**config.mk**
```make
export PLATFORM = sky130hd
export DESIGN_NAME = tfm_monitor
export DESIGN_NICKNAME = d
export VERILOG_FILES = /design/src/tfm_pkg.sv /design/src/tfm_monitor.sv /design/src/tfm_sensor_cmp.sv
export SDC_FILE = /design/constraint.sdc
export NUM_CORES = 1
export LEC_CHECK = 0
export CAP_MARGIN = 30
export CORE_ASPECT_RATIO = 1.2
export CORE_MARGIN = 4
export CORE_UTILIZATION = 55
export CTS_CLUSTER_SIZE = 30
export DETAILED_ROUTE_END_ITERATION = 10
export DONT_BUFFER_PORTS = 1
export HOLD_SLACK_MARGIN = 0.02
export PLACE_DENSITY = 0.77
export SYNTH_ARGS = -nofsm -noshare
export SYNTH_HDL_FRONTEND = slang
export SYNTH_HIERARCHICAL = 1
export SYNTH_SLANG_ARGS = --single-unit
```
**constraint.sdc**
```tcl
create_clock -name clk_in -period 9.8 [get_ports clk_in]
set_input_delay 0.98 -clock clk_in [delete_from_list [all_inputs] [get_ports clk_in]]
set_output_delay 0.98 -clock clk_in [all_outputs]
set_load 0.005 [all_outputs]
```
**src/tfm_pkg.sv**
```systemverilog
// Purpose: Shared constants for the thermal, fan and fault monitor
// Assumes: 125 MHz clock, temperatures in whole degrees C, power in W
// Notes: Register offsets are byte addresses on a 32-bit bus
`default_nettype none
package tfm_pkg;
  localparam int TEMP_W = 8;
  localparam int PWR_W = 12;
  localparam int RPM_W = 16;
  localparam int ADDR_W = 12;
  localparam int NFAULT = 5;

  // Register byte offsets
  localparam logic [ADDR_W-1:0] REG_CTRL = 12'h000;
  localparam logic [ADDR_W-1:0] REG_STATUS = 12'h004;
  localparam logic [ADDR_W-1:0] REG_FAN = 12'h008;
  localparam logic [ADDR_W-1:0] REG_REC_SEL = 12'h00c;
  localparam logic [ADDR_W-1:0] REG_REC_DATA = 12'h010;
  localparam logic [ADDR_W-1:0] REG_FW_DATA = 12'h014;
  // Temperature readouts sit at four times their command code
  localparam logic [7:0] CMD_TEMP_INLET = 8'h8d;
  localparam logic [7:0] CMD_TEMP_RECT1 = 8'h8e;
  localparam logic [7:0] CMD_TEMP_RECT2 = 8'hea;
  localparam logic [ADDR_W-1:0] REG_TEMP_INLET = {2'h0, CMD_TEMP_INLET, 2'h0};
  localparam logic [ADDR_W-1:0] REG_TEMP_RECT1 = {2'h0, CMD_TEMP_RECT1, 2'h0};
  localparam logic [ADDR_W-1:0] REG_TEMP_RECT2 = {2'h0, CMD_TEMP_RECT2, 2'h0};

  // Field positions
  localparam int CTRL_RUN = 0;
  localparam int ST_WARN = 0;
  localparam int ST_SHUT = 3;
  localparam int ST_MAIN_TRIP = 6;
  localparam int ST_STBY_TRIP = 7;
  localparam int ST_FW_REFUSED = 8;
  localparam int ST_MAIN_EN = 16;
  localparam int ST_STBY_EN = 17;
  localparam int ST_FAN_MAX = 18;
  localparam int ST_REVERSE = 19;
  localparam logic CTRL_RUN_RST = 1'b0;

  // Thresholds in degrees C (normal / reverse airflow)
  localparam logic [TEMP_W-1:0] INLET_WARN_NORM = 8'h3c;
  localparam logic [TEMP_W-1:0] INLET_WARN_REV = 8'h41;
  localparam logic [TEMP_W-1:0] INLET_SHUT_NORM = 8'h41;
  localparam logic [TEMP_W-1:0] INLET_SHUT_REV = 8'h46;
  localparam logic [TEMP_W-1:0] RECT_WARN_NORM = 8'h73;
  localparam logic [TEMP_W-1:0] RECT_WARN_REV = 8'h6a;
  localparam logic [TEMP_W-1:0] RECT_SHUT_NORM = 8'h78;
  localparam logic [TEMP_W-1:0] RECT_SHUT_REV = 8'h70;

  // Fan law
  localparam logic [RPM_W-1:0] FAN_MIN_RPM = 16'h1770;
  localparam logic [RPM_W-1:0] FAN_MAX_RPM = 16'h4e20;
  localparam logic [TEMP_W-1:0] FAN_IDLE_C = 8'h19;
  localparam logic [19:0] FAN_PWR_GAIN = 20'h00004;
  localparam logic [19:0] FAN_TEMP_GAIN = 20'h000c8;

  // Timing
  localparam int CLK_HZ = 32'h0773_5940;
  localparam int FAN_TICK_US = 32'h0000_2710;
  localparam int FAN_SETTLE_S = 32'h0000_003c;
  localparam int FAN_SETTLE_US = FAN_SETTLE_S * 32'h000f_4240;
  localparam int FAN_TICK_CYC_DEF = FAN_TICK_US * (CLK_HZ / 32'h000f_4240);
  localparam int FAN_SPAN = int'(FAN_MAX_RPM) - int'(FAN_MIN_RPM);
  localparam int FAN_STEP_I =
    (FAN_SPAN * FAN_TICK_US + FAN_SETTLE_US - 1) / FAN_SETTLE_US;
  localparam logic [RPM_W-1:0] FAN_STEP = RPM_W'(FAN_STEP_I);

  typedef enum logic [1:0] {LED_OK, LED_WARN, LED_FAULT} tfm_led_t;
endpackage
`default_nettype wire

```
**src/tfm_monitor.sv**
```systemverilog
// Purpose: Thermal, fan and fault supervisor with event recorder
// Assumes: Classic Wishbone slave, all inputs synchronous to clk_in
// Notes: One-cycle bus answer; recorder writes mirror to an NVM port
//
// The placing of the registers and the Wishbone slave port are this design's own decisions.
`default_nettype none
module tfm_monitor
  import tfm_pkg::*;
#(
  parameter int FAN_TICK_CYC = FAN_TICK_CYC_DEF,
  parameter int REC_AW = 3
)(
  input wire logic clk_in,
  input wire logic rstn_in,
  input wire logic wb_cyc_in,
  input wire logic wb_stb_in,
  input wire logic wb_we_in,
  input wire logic [ADDR_W-1:0] wb_adr_in,
  input wire logic [3:0] wb_sel_in,
  input wire logic [31:0] wb_dat_in,
  output logic [31:0] wb_dat_out,
  output logic wb_ack_out,
  input wire logic reverse_airflow_variant_in,
  input wire logic [TEMP_W-1:0] temp_inlet_in,
  input wire logic [TEMP_W-1:0] temp_rect1_in,
  input wire logic [TEMP_W-1:0] temp_rect2_in,
  input wire logic [PWR_W-1:0] output_power_in,
  input wire logic aux_affected_in,
  input wire logic overvoltage_fault_in,
  input wire logic overcurrent_fault_in,
  input wire logic input_volt_fault_in,
  input wire logic fan_fault_in,
  input wire logic other_shutdown_fault_in,
  output logic main_output_en_out,
  output logic standby_output_en_out,
  output logic power_good_out,
  output logic alert_out_n,
  output logic [1:0] led_out,
  output logic [RPM_W-1:0] fan_rpm_out,
  output logic nvm_we_out,
  output logic [REC_AW-1:0] nvm_addr_out,
  output logic [31:0] nvm_data_out,
  output logic fw_strobe_out,
  output logic [31:0] fw_word_out
);
  localparam int REC_DEPTH = 1 << REC_AW;

  typedef struct packed {
    logic ack;
    logic [31:0] rdata;
    logic strap_done;
    logic reverse;
    logic run;
    logic [2:0] warn_st;
    logic [2:0] shut_st;
    logic [2:0] shut_q;
    logic main_trip;
    logic stby_trip;
    logic fw_refused;
    logic [NFAULT-1:0] fault_q;
    logic [RPM_W-1:0] rpm;
    logic moving;
    logic [31:0] tick;
    logic [REC_AW-1:0] rec_wr;
    logic [REC_AW:0] rec_cnt;
    logic [REC_AW-1:0] rec_sel;
    logic [REC_DEPTH-1:0][31:0] rec_mem;
    logic nvm_we;
    logic [REC_AW-1:0] nvm_addr;
    logic [31:0] nvm_data;
    logic fw_stb;
    logic [31:0] fw_word;
  } tfm_state_t;

  tfm_state_t s;
  tfm_state_t next_s;

  logic [2:0] warn_live;
  logic [2:0] shut_live;
  logic [TEMP_W-1:0] inlet_warn_lim;
  logic [TEMP_W-1:0] inlet_shut_lim;
  logic [TEMP_W-1:0] rect_warn_lim;
  logic [TEMP_W-1:0] rect_shut_lim;
  logic [TEMP_W-1:0] temp_vec [3];
  logic [TEMP_W-1:0] warn_vec [3];
  logic [TEMP_W-1:0] shut_vec [3];

  always_comb begin
    inlet_warn_lim = s.reverse ? INLET_WARN_REV : INLET_WARN_NORM;
    inlet_shut_lim = s.reverse ? INLET_SHUT_REV : INLET_SHUT_NORM;
    rect_warn_lim = s.reverse ? RECT_WARN_REV : RECT_WARN_NORM;
    rect_shut_lim = s.reverse ? RECT_SHUT_REV : RECT_SHUT_NORM;
    temp_vec[0] = temp_inlet_in;
    temp_vec[1] = temp_rect1_in;
    temp_vec[2] = temp_rect2_in;
    warn_vec[0] = inlet_warn_lim;
    warn_vec[1] = rect_warn_lim;
    warn_vec[2] = rect_warn_lim;
    shut_vec[0] = inlet_shut_lim;
    shut_vec[1] = rect_shut_lim;
    shut_vec[2] = rect_shut_lim;
  end

  for (genvar i = 0; i < 3; i++) begin : g_sensor
    tfm_sensor_cmp u_cmp (
      .clk_in(clk_in),
      .rstn_in(rstn_in),
      .temp_in(temp_vec[i]),
      .warn_lim_in(warn_vec[i]),
      .shut_lim_in(shut_vec[i]),
      .warn_out(warn_live[i]),
      .shut_out(shut_live[i])
    );
  end

  logic req;
  logic wr;
  logic [31:0] wmask;
  logic [31:0] wbits;
  logic [NFAULT-1:0] faults;
  logic fault_edge;
  logic shut_edge;
  logic event_hit;
  logic main_en;
  logic stby_en;
  logic fan_max;
  logic [TEMP_W-1:0] excess;
  logic [TEMP_W-1:0] rect_max;
  logic [19:0] law;
  logic [RPM_W-1:0] target;
  logic [RPM_W-1:0] diff;
  logic [31:0] rec_word;
  logic [31:0] status_word;
  logic [31:0] rd;

  always_comb begin
    next_s = s;
    req = wb_cyc_in && wb_stb_in && !s.ack;
    wr = req && wb_we_in;
    wmask = {{8{wb_sel_in[3]}}, {8{wb_sel_in[2]}},
             {8{wb_sel_in[1]}}, {8{wb_sel_in[0]}}};
    wbits = wb_dat_in & wmask;
    faults = {other_shutdown_fault_in, fan_fault_in, input_volt_fault_in,
              overcurrent_fault_in, overvoltage_fault_in};
    main_en = s.run && !s.main_trip;
    stby_en = !s.stby_trip;
    fan_max = |warn_live;

    // Airflow strap caught once after reset release
    if (!s.strap_done) begin
      next_s.strap_done = 1'b1;
      next_s.reverse = reverse_airflow_variant_in;
    end

    // Shutdown trips main or standby output
    if (|shut_live) begin
      if (aux_affected_in) begin
        next_s.stby_trip = 1'b1;
      end else begin
        next_s.main_trip = 1'b1;
      end
    end
    // Other faults shut the main output
    if (|faults) begin
      next_s.main_trip = 1'b1;
    end

    fault_edge = |(faults & ~s.fault_q);
    shut_edge = |(shut_live & ~s.shut_q);
    event_hit = fault_edge || shut_edge;
    next_s.fault_q = faults;
    next_s.shut_q = shut_live;

    rect_max = (temp_rect1_in > temp_rect2_in) ? temp_rect1_in
                                                : temp_rect2_in;
    rec_word = {2'h0, shut_edge, faults & ~s.fault_q, temp_inlet_in,
                rect_max, output_power_in[PWR_W-1:4]};
    // Snapshot stored and sent to NVM
    next_s.nvm_we = event_hit;
    if (event_hit) begin
      next_s.rec_mem[s.rec_wr] = rec_word;
      next_s.nvm_addr = s.rec_wr;
      next_s.nvm_data = rec_word;
      next_s.rec_wr = s.rec_wr + 1'b1;
      if (s.rec_cnt != (REC_AW + 1)'(REC_DEPTH)) begin
        next_s.rec_cnt = s.rec_cnt + 1'b1;
      end
    end

    // Fan law from power and inlet temperature
    excess = (temp_inlet_in > FAN_IDLE_C) ? temp_inlet_in - FAN_IDLE_C
                                          : '0;
    law = 20'(FAN_MIN_RPM) + 20'(output_power_in) * FAN_PWR_GAIN
          + 20'(excess) * FAN_TEMP_GAIN;
    target = (law > 20'(FAN_MAX_RPM)) ? FAN_MAX_RPM : law[RPM_W-1:0];
    if (target < FAN_MIN_RPM) begin
      target = FAN_MIN_RPM;
    end
    diff = (target > s.rpm) ? target - s.rpm : s.rpm - target;

    next_s.tick = s.tick + 32'h1;
    if (fan_max) begin
      next_s.rpm = FAN_MAX_RPM;
      next_s.moving = 1'b0;
    end else if (s.tick >= 32'(FAN_TICK_CYC - 1)) begin
      next_s.tick = '0;
      // Dead band of one sixteenth of speed
      if (s.moving || diff > (s.rpm >> 4)) begin
        next_s.moving = 1'b1;
        // Step sized to settle within 60 s
        if (diff <= FAN_STEP) begin
          next_s.rpm = target;
          next_s.moving = 1'b0;
        end else if (target > s.rpm) begin
          next_s.rpm = s.rpm + FAN_STEP;
        end else begin
          next_s.rpm = s.rpm - FAN_STEP;
        end
      end
    end
    if (s.rpm < FAN_MIN_RPM) begin
      next_s.rpm = FAN_MIN_RPM;
    end

    // Sticky status: write one clears, a new event wins
    if (wr && wb_adr_in == REG_STATUS) begin
      next_s.warn_st = s.warn_st & ~wbits[ST_WARN+:3];
      next_s.shut_st = s.shut_st & ~wbits[ST_SHUT+:3];
      next_s.fw_refused = s.fw_refused & ~wbits[ST_FW_REFUSED];
      if (wbits[ST_MAIN_TRIP] && !(|faults) &&
          !((|shut_live) && !aux_affected_in)) begin
        next_s.main_trip = 1'b0;
      end
      if (wbits[ST_STBY_TRIP] && !((|shut_live) && aux_affected_in)) begin
        next_s.stby_trip = 1'b0;
      end
    end
    next_s.warn_st = next_s.warn_st | warn_live;
    next_s.shut_st = next_s.shut_st | shut_live;

    if (wr && wb_adr_in == REG_CTRL && wb_sel_in[0]) begin
      next_s.run = wb_dat_in[CTRL_RUN];
    end
    if (wr && wb_adr_in == REG_REC_SEL && wb_sel_in[0]) begin
      next_s.rec_sel = wb_dat_in[REC_AW-1:0];
    end
    next_s.fw_stb = 1'b0;
    if (wr && wb_adr_in == REG_FW_DATA) begin
      if (!main_en && stby_en) begin
        next_s.fw_stb = 1'b1;
        next_s.fw_word = wb_dat_in;
      end else begin
        next_s.fw_refused = 1'b1;
      end
    end

    status_word = '0;
    status_word[ST_WARN+:3] = s.warn_st;
    status_word[ST_SHUT+:3] = s.shut_st;
    status_word[ST_MAIN_TRIP] = s.main_trip;
    status_word[ST_STBY_TRIP] = s.stby_trip;
    status_word[ST_FW_REFUSED] = s.fw_refused;
    status_word[ST_MAIN_EN] = main_en;
    status_word[ST_STBY_EN] = stby_en;
    status_word[ST_FAN_MAX] = fan_max;
    status_word[ST_REVERSE] = s.reverse;

    // Recorder reads need no main output
    unique case (wb_adr_in)
      REG_CTRL: rd = {31'h0, s.run};
      REG_STATUS: rd = status_word;
      REG_FAN: rd = {16'h0, s.rpm};
      REG_REC_SEL: rd = {16'h0, 8'(s.rec_cnt), 8'(s.rec_sel)};
      REG_REC_DATA: rd = s.rec_mem[s.rec_sel];
      REG_TEMP_INLET: rd = {24'h0, temp_inlet_in};
      REG_TEMP_RECT1: rd = {24'h0, temp_rect1_in};
      REG_TEMP_RECT2: rd = {24'h0, temp_rect2_in};
      default: rd = '0;
    endcase
    next_s.ack = req;
    if (req && !wb_we_in) begin
      next_s.rdata = rd;
    end
  end

  always_ff @(posedge clk_in or negedge rstn_in) begin
    if (!rstn_in) begin
      s <= '0;
      s.run <= CTRL_RUN_RST;
      s.rpm <= FAN_MIN_RPM;
    end else begin
      s <= next_s;
    end
  end

  assign wb_ack_out = s.ack;
  assign wb_dat_out = s.rdata;
  assign main_output_en_out = s.run && !s.main_trip;
  assign standby_output_en_out = !s.stby_trip;
  // LED, power good and alert driven together
  assign power_good_out = s.run && !s.main_trip && !(|s.shut_st);
  assign alert_out_n = !((|s.warn_st) || (|s.shut_st) ||
                         s.main_trip || s.stby_trip);
  assign led_out = (s.main_trip || s.stby_trip || (|s.shut_st))
                   ? LED_FAULT : ((|s.warn_st) ? LED_WARN : LED_OK);
  assign fan_rpm_out = s.rpm;
  assign nvm_we_out = s.nvm_we;
  assign nvm_addr_out = s.nvm_addr;
  assign nvm_data_out = s.nvm_data;
  assign fw_strobe_out = s.fw_stb;
  assign fw_word_out = s.fw_word;
endmodule // tfm_monitor
`default_nettype wire

```
**src/tfm_sensor_cmp.sv**
```systemverilog
// Purpose: Compares one temperature against its warning and shutdown limits
// Assumes: Unsigned temperatures and limits in whole degrees C
// Notes: Warning when the limit is reached, shutdown once it is exceeded
`default_nettype none
module tfm_sensor_cmp
  import tfm_pkg::*;
(
  input wire logic clk_in,
  input wire logic rstn_in,
  input wire logic [TEMP_W-1:0] temp_in,
  input wire logic [TEMP_W-1:0] warn_lim_in,
  input wire logic [TEMP_W-1:0] shut_lim_in,
  output logic warn_out,
  output logic shut_out
);
  typedef struct packed {
    logic warn;
    logic shut;
  } tfm_cmp_t;

  tfm_cmp_t s;
  tfm_cmp_t next_s;

  always_comb begin
    next_s = s;
    next_s.warn = (temp_in >= warn_lim_in);
    next_s.shut = (temp_in > shut_lim_in);
  end

  always_ff @(posedge clk_in or negedge rstn_in) begin
    if (!rstn_in) begin
      s <= '0;
    end else begin
      s <= next_s;
    end
  end

  assign warn_out = s.warn;
  assign shut_out = s.shut;
endmodule // tfm_sensor_cmp
`default_nettype wire
```
Word-level counts from Yosys, hierarchy flattened
Index checks and enable logic that the tools add are counted.
{ "totals": {"reg_bits": 441, "inputBits": 96, "output_inout_bits": 124, "elab_cells": 178} }
{ "classes": {"add_sub_neg": 10, "multipliers": 1, "n_lt_le_gt_ge": 18, "eq_ne": 9, "n_mux": 37, "bitwise": 13, "reduce_logical": 53} }
{ "op_table": {"columns": ["cell", "count"], "rows": [
  ["$bwmux W256", 1],
  ["$pmux W32 S8", 1],
  ["$bmux W32 S3", 1],
  ["$demux W32 S3", 1],
  ["$mux W16", 6],
  ["$mux W32", 3],
  ["$mux W33", 2],
  ["$mux W49", 1],
  ["$eq A12 B10 Y1 const B", 3],
  ["$mux W17", 2],
  ["$add A32 B1 Y32 const B", 1],
  ["$ge A32 B21 Y1 const B", 1],
  ["$lt A16 B13 Y1 const B", 2],
  ["$sub A16 B16 Y16", 2],
  ["$eq A12 B4 Y1 const B", 2],
  ["$eq A12 B5 Y1 const B", 2],
  ["$ge A8 B7 Y1", 3],
  ["$gt A8 B7 Y1", 3],
  ["$logic_and A1 B1 Y1", 19],
  ["$add A15 B16 Y17", 1],
  ["$gt A17 B15 Y1 const B", 1],
  ["$add A16 B2 Y16 const B", 1],
  ["$gt A16 B12 Y1", 1],
  ["$gt A16 B16 Y1", 1],
  ["37 further kinds", 80]
]} }

Depth between registers and ports, before layout
{ "logic_depth": {"depth_word": 16, "depth_mapped": 54, "mapped_depth_nobuf": 50} }

Cells and area by module
Netlist, hierarchy kept.
{ "by_module_without_submodules": {"columns": ["module", "instances", "cells_per_inst", "area_per_inst_um2", "seq_area_each_um2"], "rows": [
  ["tfm_monitor", 1, 2347, 23169.7, 10443.8],
  ["tfm_sensor_cmp", 3, 52, 439.2, 50.0]
]} }

Worst setup path after synthesis
No wires, ideal clock.
{ "synth_path": {"path_kind": "input to register", "startpoint": "in temp_inlet_in[0]", "endpoint": "reg s (netlist bit fan_rpm_out[5])", "setup_time_ns": 0.080, "t_arrival_ns": 10.415, "required_ns": 9.720, "path_slack_ns": -0.695, "path_stages": 48, "n_path_buf": 4, "cell_sequence": "inv_1 -> clkbuf_1 -> ha_1 -> nand2b_1 -> nor2b_1 -> a21boi_1 -> nand2b_1 -> inv_1 -> ha_1 -> ha_1 -> fa_1 -> ha_1 -> nor2b_1 -> o21ai_0 -> nor2b_1 -> xnor2_1 -> ha_1 -> ha_1 -> (+12 left out) -> a211oi_2 -> o21ai_2 -> a31oi_4 -> o21ai_4 -> nand2_4 -> buf_6 -> mux2_2 -> xnor2_1 -> ha_1 -> o21a_1 -> o21ai_0 -> nand2b_1 -> a21oi_1 -> o21ai_0 -> a211o_1 -> o21bai_1 -> nand3_1 -> o22a_1"} }
{ "synth_via": {"elab_chain_len": 16, "elab_cells_between_ends": 24, "classes_between": "4 x add/sub; 1 x mul; 6 x order compare; 10 x mux; 3 x reduce/logical"} }
{ "synth_lines": {"columns": ["element", "line", "text"], "rows": [
  ["start, declared", "tfm_monitor.sv:24", "input wire logic [TEMP_W-1:0] temp_inlet_in,"],
  ["$sub A8 B5 Y8 or $gt A8 B5 Y1 (tied branches)", "tfm_monitor.sv:191", "excess = (temp_inlet_in > FAN_IDLE_C) ? temp_inlet_in - FAN_IDLE_C"],
  ["$mux W8 *", "tfm_monitor.sv:191", null],
  ["$mul A8 B5 Y13 *", "tfm_monitor.sv:194", "+ 20'(excess) * FAN_TEMP_GAIN;"],
  ["$add A15 B16 Y17 *", "tfm_monitor.sv:194", null],
  ["$gt A17 B15 Y1", "tfm_monitor.sv:195", "target = (law > 20'(FAN_MAX_RPM)) ? FAN_MAX_RPM : law[RPM_W-1:0];"],
  ["$mux W16 *", "tfm_monitor.sv:195", null],
  ["$lt A16 B13 Y1", "tfm_monitor.sv:196", "if (target < FAN_MIN_RPM) begin"],
  ["$mux W16 *", "tfm_monitor.sv:196", null],
  ["$sub A16 B16 Y16 or $gt A16 B16 Y1 (tied branches)", "tfm_monitor.sv:199, tfm_monitor.sv:214", null],
  ["$mux W16", "tfm_monitor.sv:199", "diff = (target > s.rpm) ? target - s.rpm : s.rpm - target;"],
  ["$le A16 B2 Y1", "tfm_monitor.sv:211", "if (diff <= FAN_STEP) begin"],
  ["$mux W16", "tfm_monitor.sv:211", null],
  ["$mux W17", "tfm_monitor.sv:208", "if (s.moving || diff > (s.rpm >> 4)) begin"],
  ["$mux W49", "tfm_monitor.sv:205", "end else if (s.tick >= 32'(FAN_TICK_CYC - 1)) begin"],
  ["$mux W17", "tfm_monitor.sv:202", "if (fan_max) begin"],
  ["$mux W16", "tfm_monitor.sv:221", "if (s.rpm < FAN_MIN_RPM) begin"],
  ["end signal, assigned", "tfm_monitor.sv:292", "s <= next_s;"],
  ["end, declared", "tfm_monitor.sv:75", "tfm_state_t s;"]
]} }
Mark *: on every way between the ends. The rest lies on a longest branch, timed or not. The select of a mux whose other input is x is not followed.
A chain may end at the register's enable or synchronous reset.

Worst setup path after layout
{ "layout_path": {"startpoint": "in temp_inlet_in[0]", "endpoint": "reg s (netlist bit fan_rpm_out[14])"} }
The elaborated chain is that of the path after synthesis.

==> results.sh <==
export IMPL_async_reset_ff_share_pct=100.0
export IMPL_cts_path_max_buffers=3
export IMPL_root_buffer="clkbuf_16"
export IMPL_fin_skew_ns=0.02779
export IMPL_rrSetupSlack_ns=5.05
export IMPL_final_max_slew_viol_count=0
export IMPL_die_y_um=239.1
export IMPL_port_buffers=0
export IMPL_num_vias=18741
export IMPL_cp_top_family="compound AO/OA/AOI/OAI gates"
export IMPL_dp_cells=2998
export IMPL_fin_cells=3080
export IMPL_cp_startpoint="temp_inlet_in[0]"
export IMPL_finalSetupViolations=0
export IMPL_ys_seq_area_share_pct=43.26
export IMPL_slowest_stage="fa_1"
export IMPL_final_antenna_net_count=0
export IMPL_clk_pin_slew_ns=0.07
export IMPL_clk_latency_ns=0.59
export IMPL_worstMarginPinSlew_ns=1.438
export IMPL_fin_util_pct=60.93
export IMPL_critPathMaxFanout=8
export IMPL_syn_to_final_growth_pct=9.310
export IMPL_grt_pass1_vias=19015
export IMPL_grt_use_total_pct=27.31
export IMPL_post_route_drc_count=0
export IMPL_synth_top_cell_area_share_pct=42.51
export IMPL_nFillCells=3492
export IMPL_syn_inst=2503
export IMPL_path_class="in2reg"
export IMPL_coreArea_um2=43930
export IMPL_cpPeakStageDelay_ns=0.53
export IMPL_hold_buffers=0
export IMPL_synth_edf_count=0
export IMPL_antenna_found_initial=2
export IMPL_cts_tree="done"
export IMPL_cts_htree_levels=2
export IMPL_hpwl_um=47290
export IMPL_drive_gt1_share_pct=16.63
export IMPL_ios=220
export IMPL_drt_iter0_markers=1856
export IMPL_cp_num_buf_inv=6
export IMPL_die_area_um2=47980
export IMPL_nets=2754
export IMPL_worstPathRequired_ns=10.29
export IMPL_finalCritPeriodShare_pct=96.35
export IMPL_die_x_um=200.6
export IMPL_r2r_start="fan_rpm_out[13]"
export IMPL_grt_max_degree=424
export IMPL_fmax_ghz=0.1059
export IMPL_yosys_top_cells_count="nand2_1 (463), dfrtp_1 (416), o21ai_0 (225)"
export IMPL_place_area_um2=25090
export IMPL_dp_slack_ns=-0.4312
export IMPL_yosysMostFrequentCell="nand2_1"
export IMPL_final_cell_area_um2=26770
export IMPL_avgRoutedWirePerCell_um=21.87
export IMPL_grt_pass1_wl_um=104600
export IMPL_ys_seq_elements=423
export IMPL_yosysTopAreaCell="dfrtp_1"
export IMPL_synthTopCellsByArea="dfrtp_1 (43%), ha_1 (8.4%), nand2_1 (7.1%)"
export IMPL_period_needed_ns=9.443
export IMPL_status="completed"
export IMPL_crit_path_frequent_cell="ha_1"
export IMPL_hold_viol_final=0
export IMPL_hp_class="in2async"
export IMPL_drt_wl_total_um=67350
export IMPL_slew_headroom_pct=4.125
export IMPL_start_util_pct=55.74
export IMPL_start_kind="primary input"
export IMPL_cts_made_buffers=42
export IMPL_syn_area_um2=24490
export IMPL_max_cap_violations=0
export IMPL_avgSynthCellArea_um2=9.783
export IMPL_end_kind="flip-flop"
export IMPL_cp_data_arrival_time_ns=9.93
export IMPL_fp_row_count=84
export IMPL_synthFlopType="dfrtp_1"
export IMPL_grt_ovfl_total=0
export IMPL_avgViaCountPerCell=6.085
export IMPL_numClockSinks=423
export IMPL_gp_congestion=0.9252
export IMPL_setup_ws_ns=0.3575
export IMPL_ys_warn_count=6
export IMPL_drt_pass1_iterations=6
export IMPL_yosysUniqueCellTypes=84
## per-layer routing
layer / up-vias / part of all wire, % / track usage, % / wire (um)
met5: - / 0.016 / 0 / 11
met4: 2 / 3.8 / 10.10 / 2566
met3: 173 / 8.6 / 6.581 / 5789
met2: 794 / 49 / 46.07 / 32850
met1: 9295 / 39 / 34.60 / 26140
li1: 8477 / - / - / -
## final timing paths
| check | to | cells after the start |
|---|---|---|
| setup / recovery | fan_rpm_out[14] | 47 |
| max in group asynchronous | s[325] | 0 |
| setup reg to reg | fan_rpm_out[14] | 21 |
| hold / removal | nvm_data_out[4] | 0 |
| hold reg to reg | s[392] | 0 |
| min in group clk_in | s[388] | 0 |
## placed cells by master (no fill, tap or decap), types with 7 or more instances in the layout
| master | netlist | final |
|---|---|---|
| a22oi_1 | 9 | 9 |
| nor2_1 | 108 | 106 |
| inv_1 | 137 | 137 |
| mux4_2 | 60 | 60 |
| clkbuf_8 | 0 | 12 |
| nand2b_1 | 15 | 14 |
| buf_4 | 119 | 134 |
| and3_1 | 17 | 16 |
| xor2_1 | 38 | 38 |
| o211ai_1 | 11 | 11 |
| mux2_2 | 78 | 78 |
| a31oi_1 | 14 | 12 |
| o21ai_0 | 225 | 220 |
| xnor2_1 | 46 | 44 |
| a21o_1 | 39 | 39 |
| clkbuf_16 | 0 | 42 |
| dfrtp_1 | 416 | 414 |
| ha_1 | 165 | 163 |
| nand2_1 | 463 | 463 |
| nor4_1 | 9 | 8 |
| o21bai_1 | 9 | 8 |
| o21a_1 | 9 | 8 |
| o21ai_1 | 7 | 12 |
| a21oi_1 | 97 | 96 |
| nand3_1 | 33 | 30 |
| nor2b_1 | 19 | 16 |
| mux2i_1 | 38 | 38 |
| a22o_1 | 10 | 10 |
| a222oi_1 | 12 | 12 |
| nand4_1 | 26 | 26 |
| nor3_1 | 26 | 22 |
| or3_1 | 11 | 11 |
| conb_1 | 2 | 37 |
| dfstp_2 | 7 | 7 |
## cells by family (layout without fill, tap and decap cells)
logic type	after synthesis	after routing	synth area share, %
and+or+nand+nor	766	766	13.77
AOI/OAI and AO/OA	502	502	12.55
DFF	423	423	43.26
buffers and inverters	379	361	7.823
muxes	177	177	10.72
adders and majority gates	170	170	8.840
xor gates and xnor gates	84	84	3.004
other	2	38	0.03067
## timing repair
item	4_1_cts	5_1_grt
resized for setup	0	27
setup buffers	0	4
endpoints found under the setup margin	0	17
## per-stage QoR
step	hold slack (ns)	setup TNS, ns
after floorplan	0.3883	0
after global placement	0.4039	-0.4024
after detailed placement	0.4064	-4.804
after CTS	0.1051	0
after global routing	0.1105	-0.1337
final	0.1478	0
## registers in the layout, summed over array words and instances (netlist names)
signal,flops
fan_rpm_out,16
fw_strobe_out,1
nvm_we_out,1
wb_ack_out,1
g_sensor.u_cmp/warn_out,3
s,303
wb_dat_out,30
fw_word_out,32
nvm_data_out,30
g_sensor.u_cmp/shut_out,3
nvm_addr_out,3
## layout make-up
| type | count | area (um2) | area share [%] |
|---|---|---|---|
| tap | 559 | 699.4 | 2.613 |
| timing repair buffer | 141 | 1080 | 4.034 |
| sequential | 423 | 10600 | 39.60 |
| inverter | 144 | 540.5 | 2.019 |
| multi-input combinational | 1736 | 12340 | 46.12 |
| clock inverter | 16 | 262.8 | 0.9816 |
| clock buffer | 60 | 1239 | 4.628 |
| antenna | 1 | 2.502 | 0.009349 |
## worst reg2reg max path: cells and delay by family (launching register included)
kind,cells,cell delay (ns)
flip-flops,1,0.54
buffers and inverters,4,0.64
adder cells (fa/ha/maj),2,0.62
XOR/XNOR,1,0.15
AO/OA/AOI/OAI,9,1.99
AND/OR/NAND/NOR,4,0.63
multiplexers,1,0.10
Power is left out: the tool's default activity adds up to more than one toggle a clock period on the data nets, which glitch-free logic cannot reach.
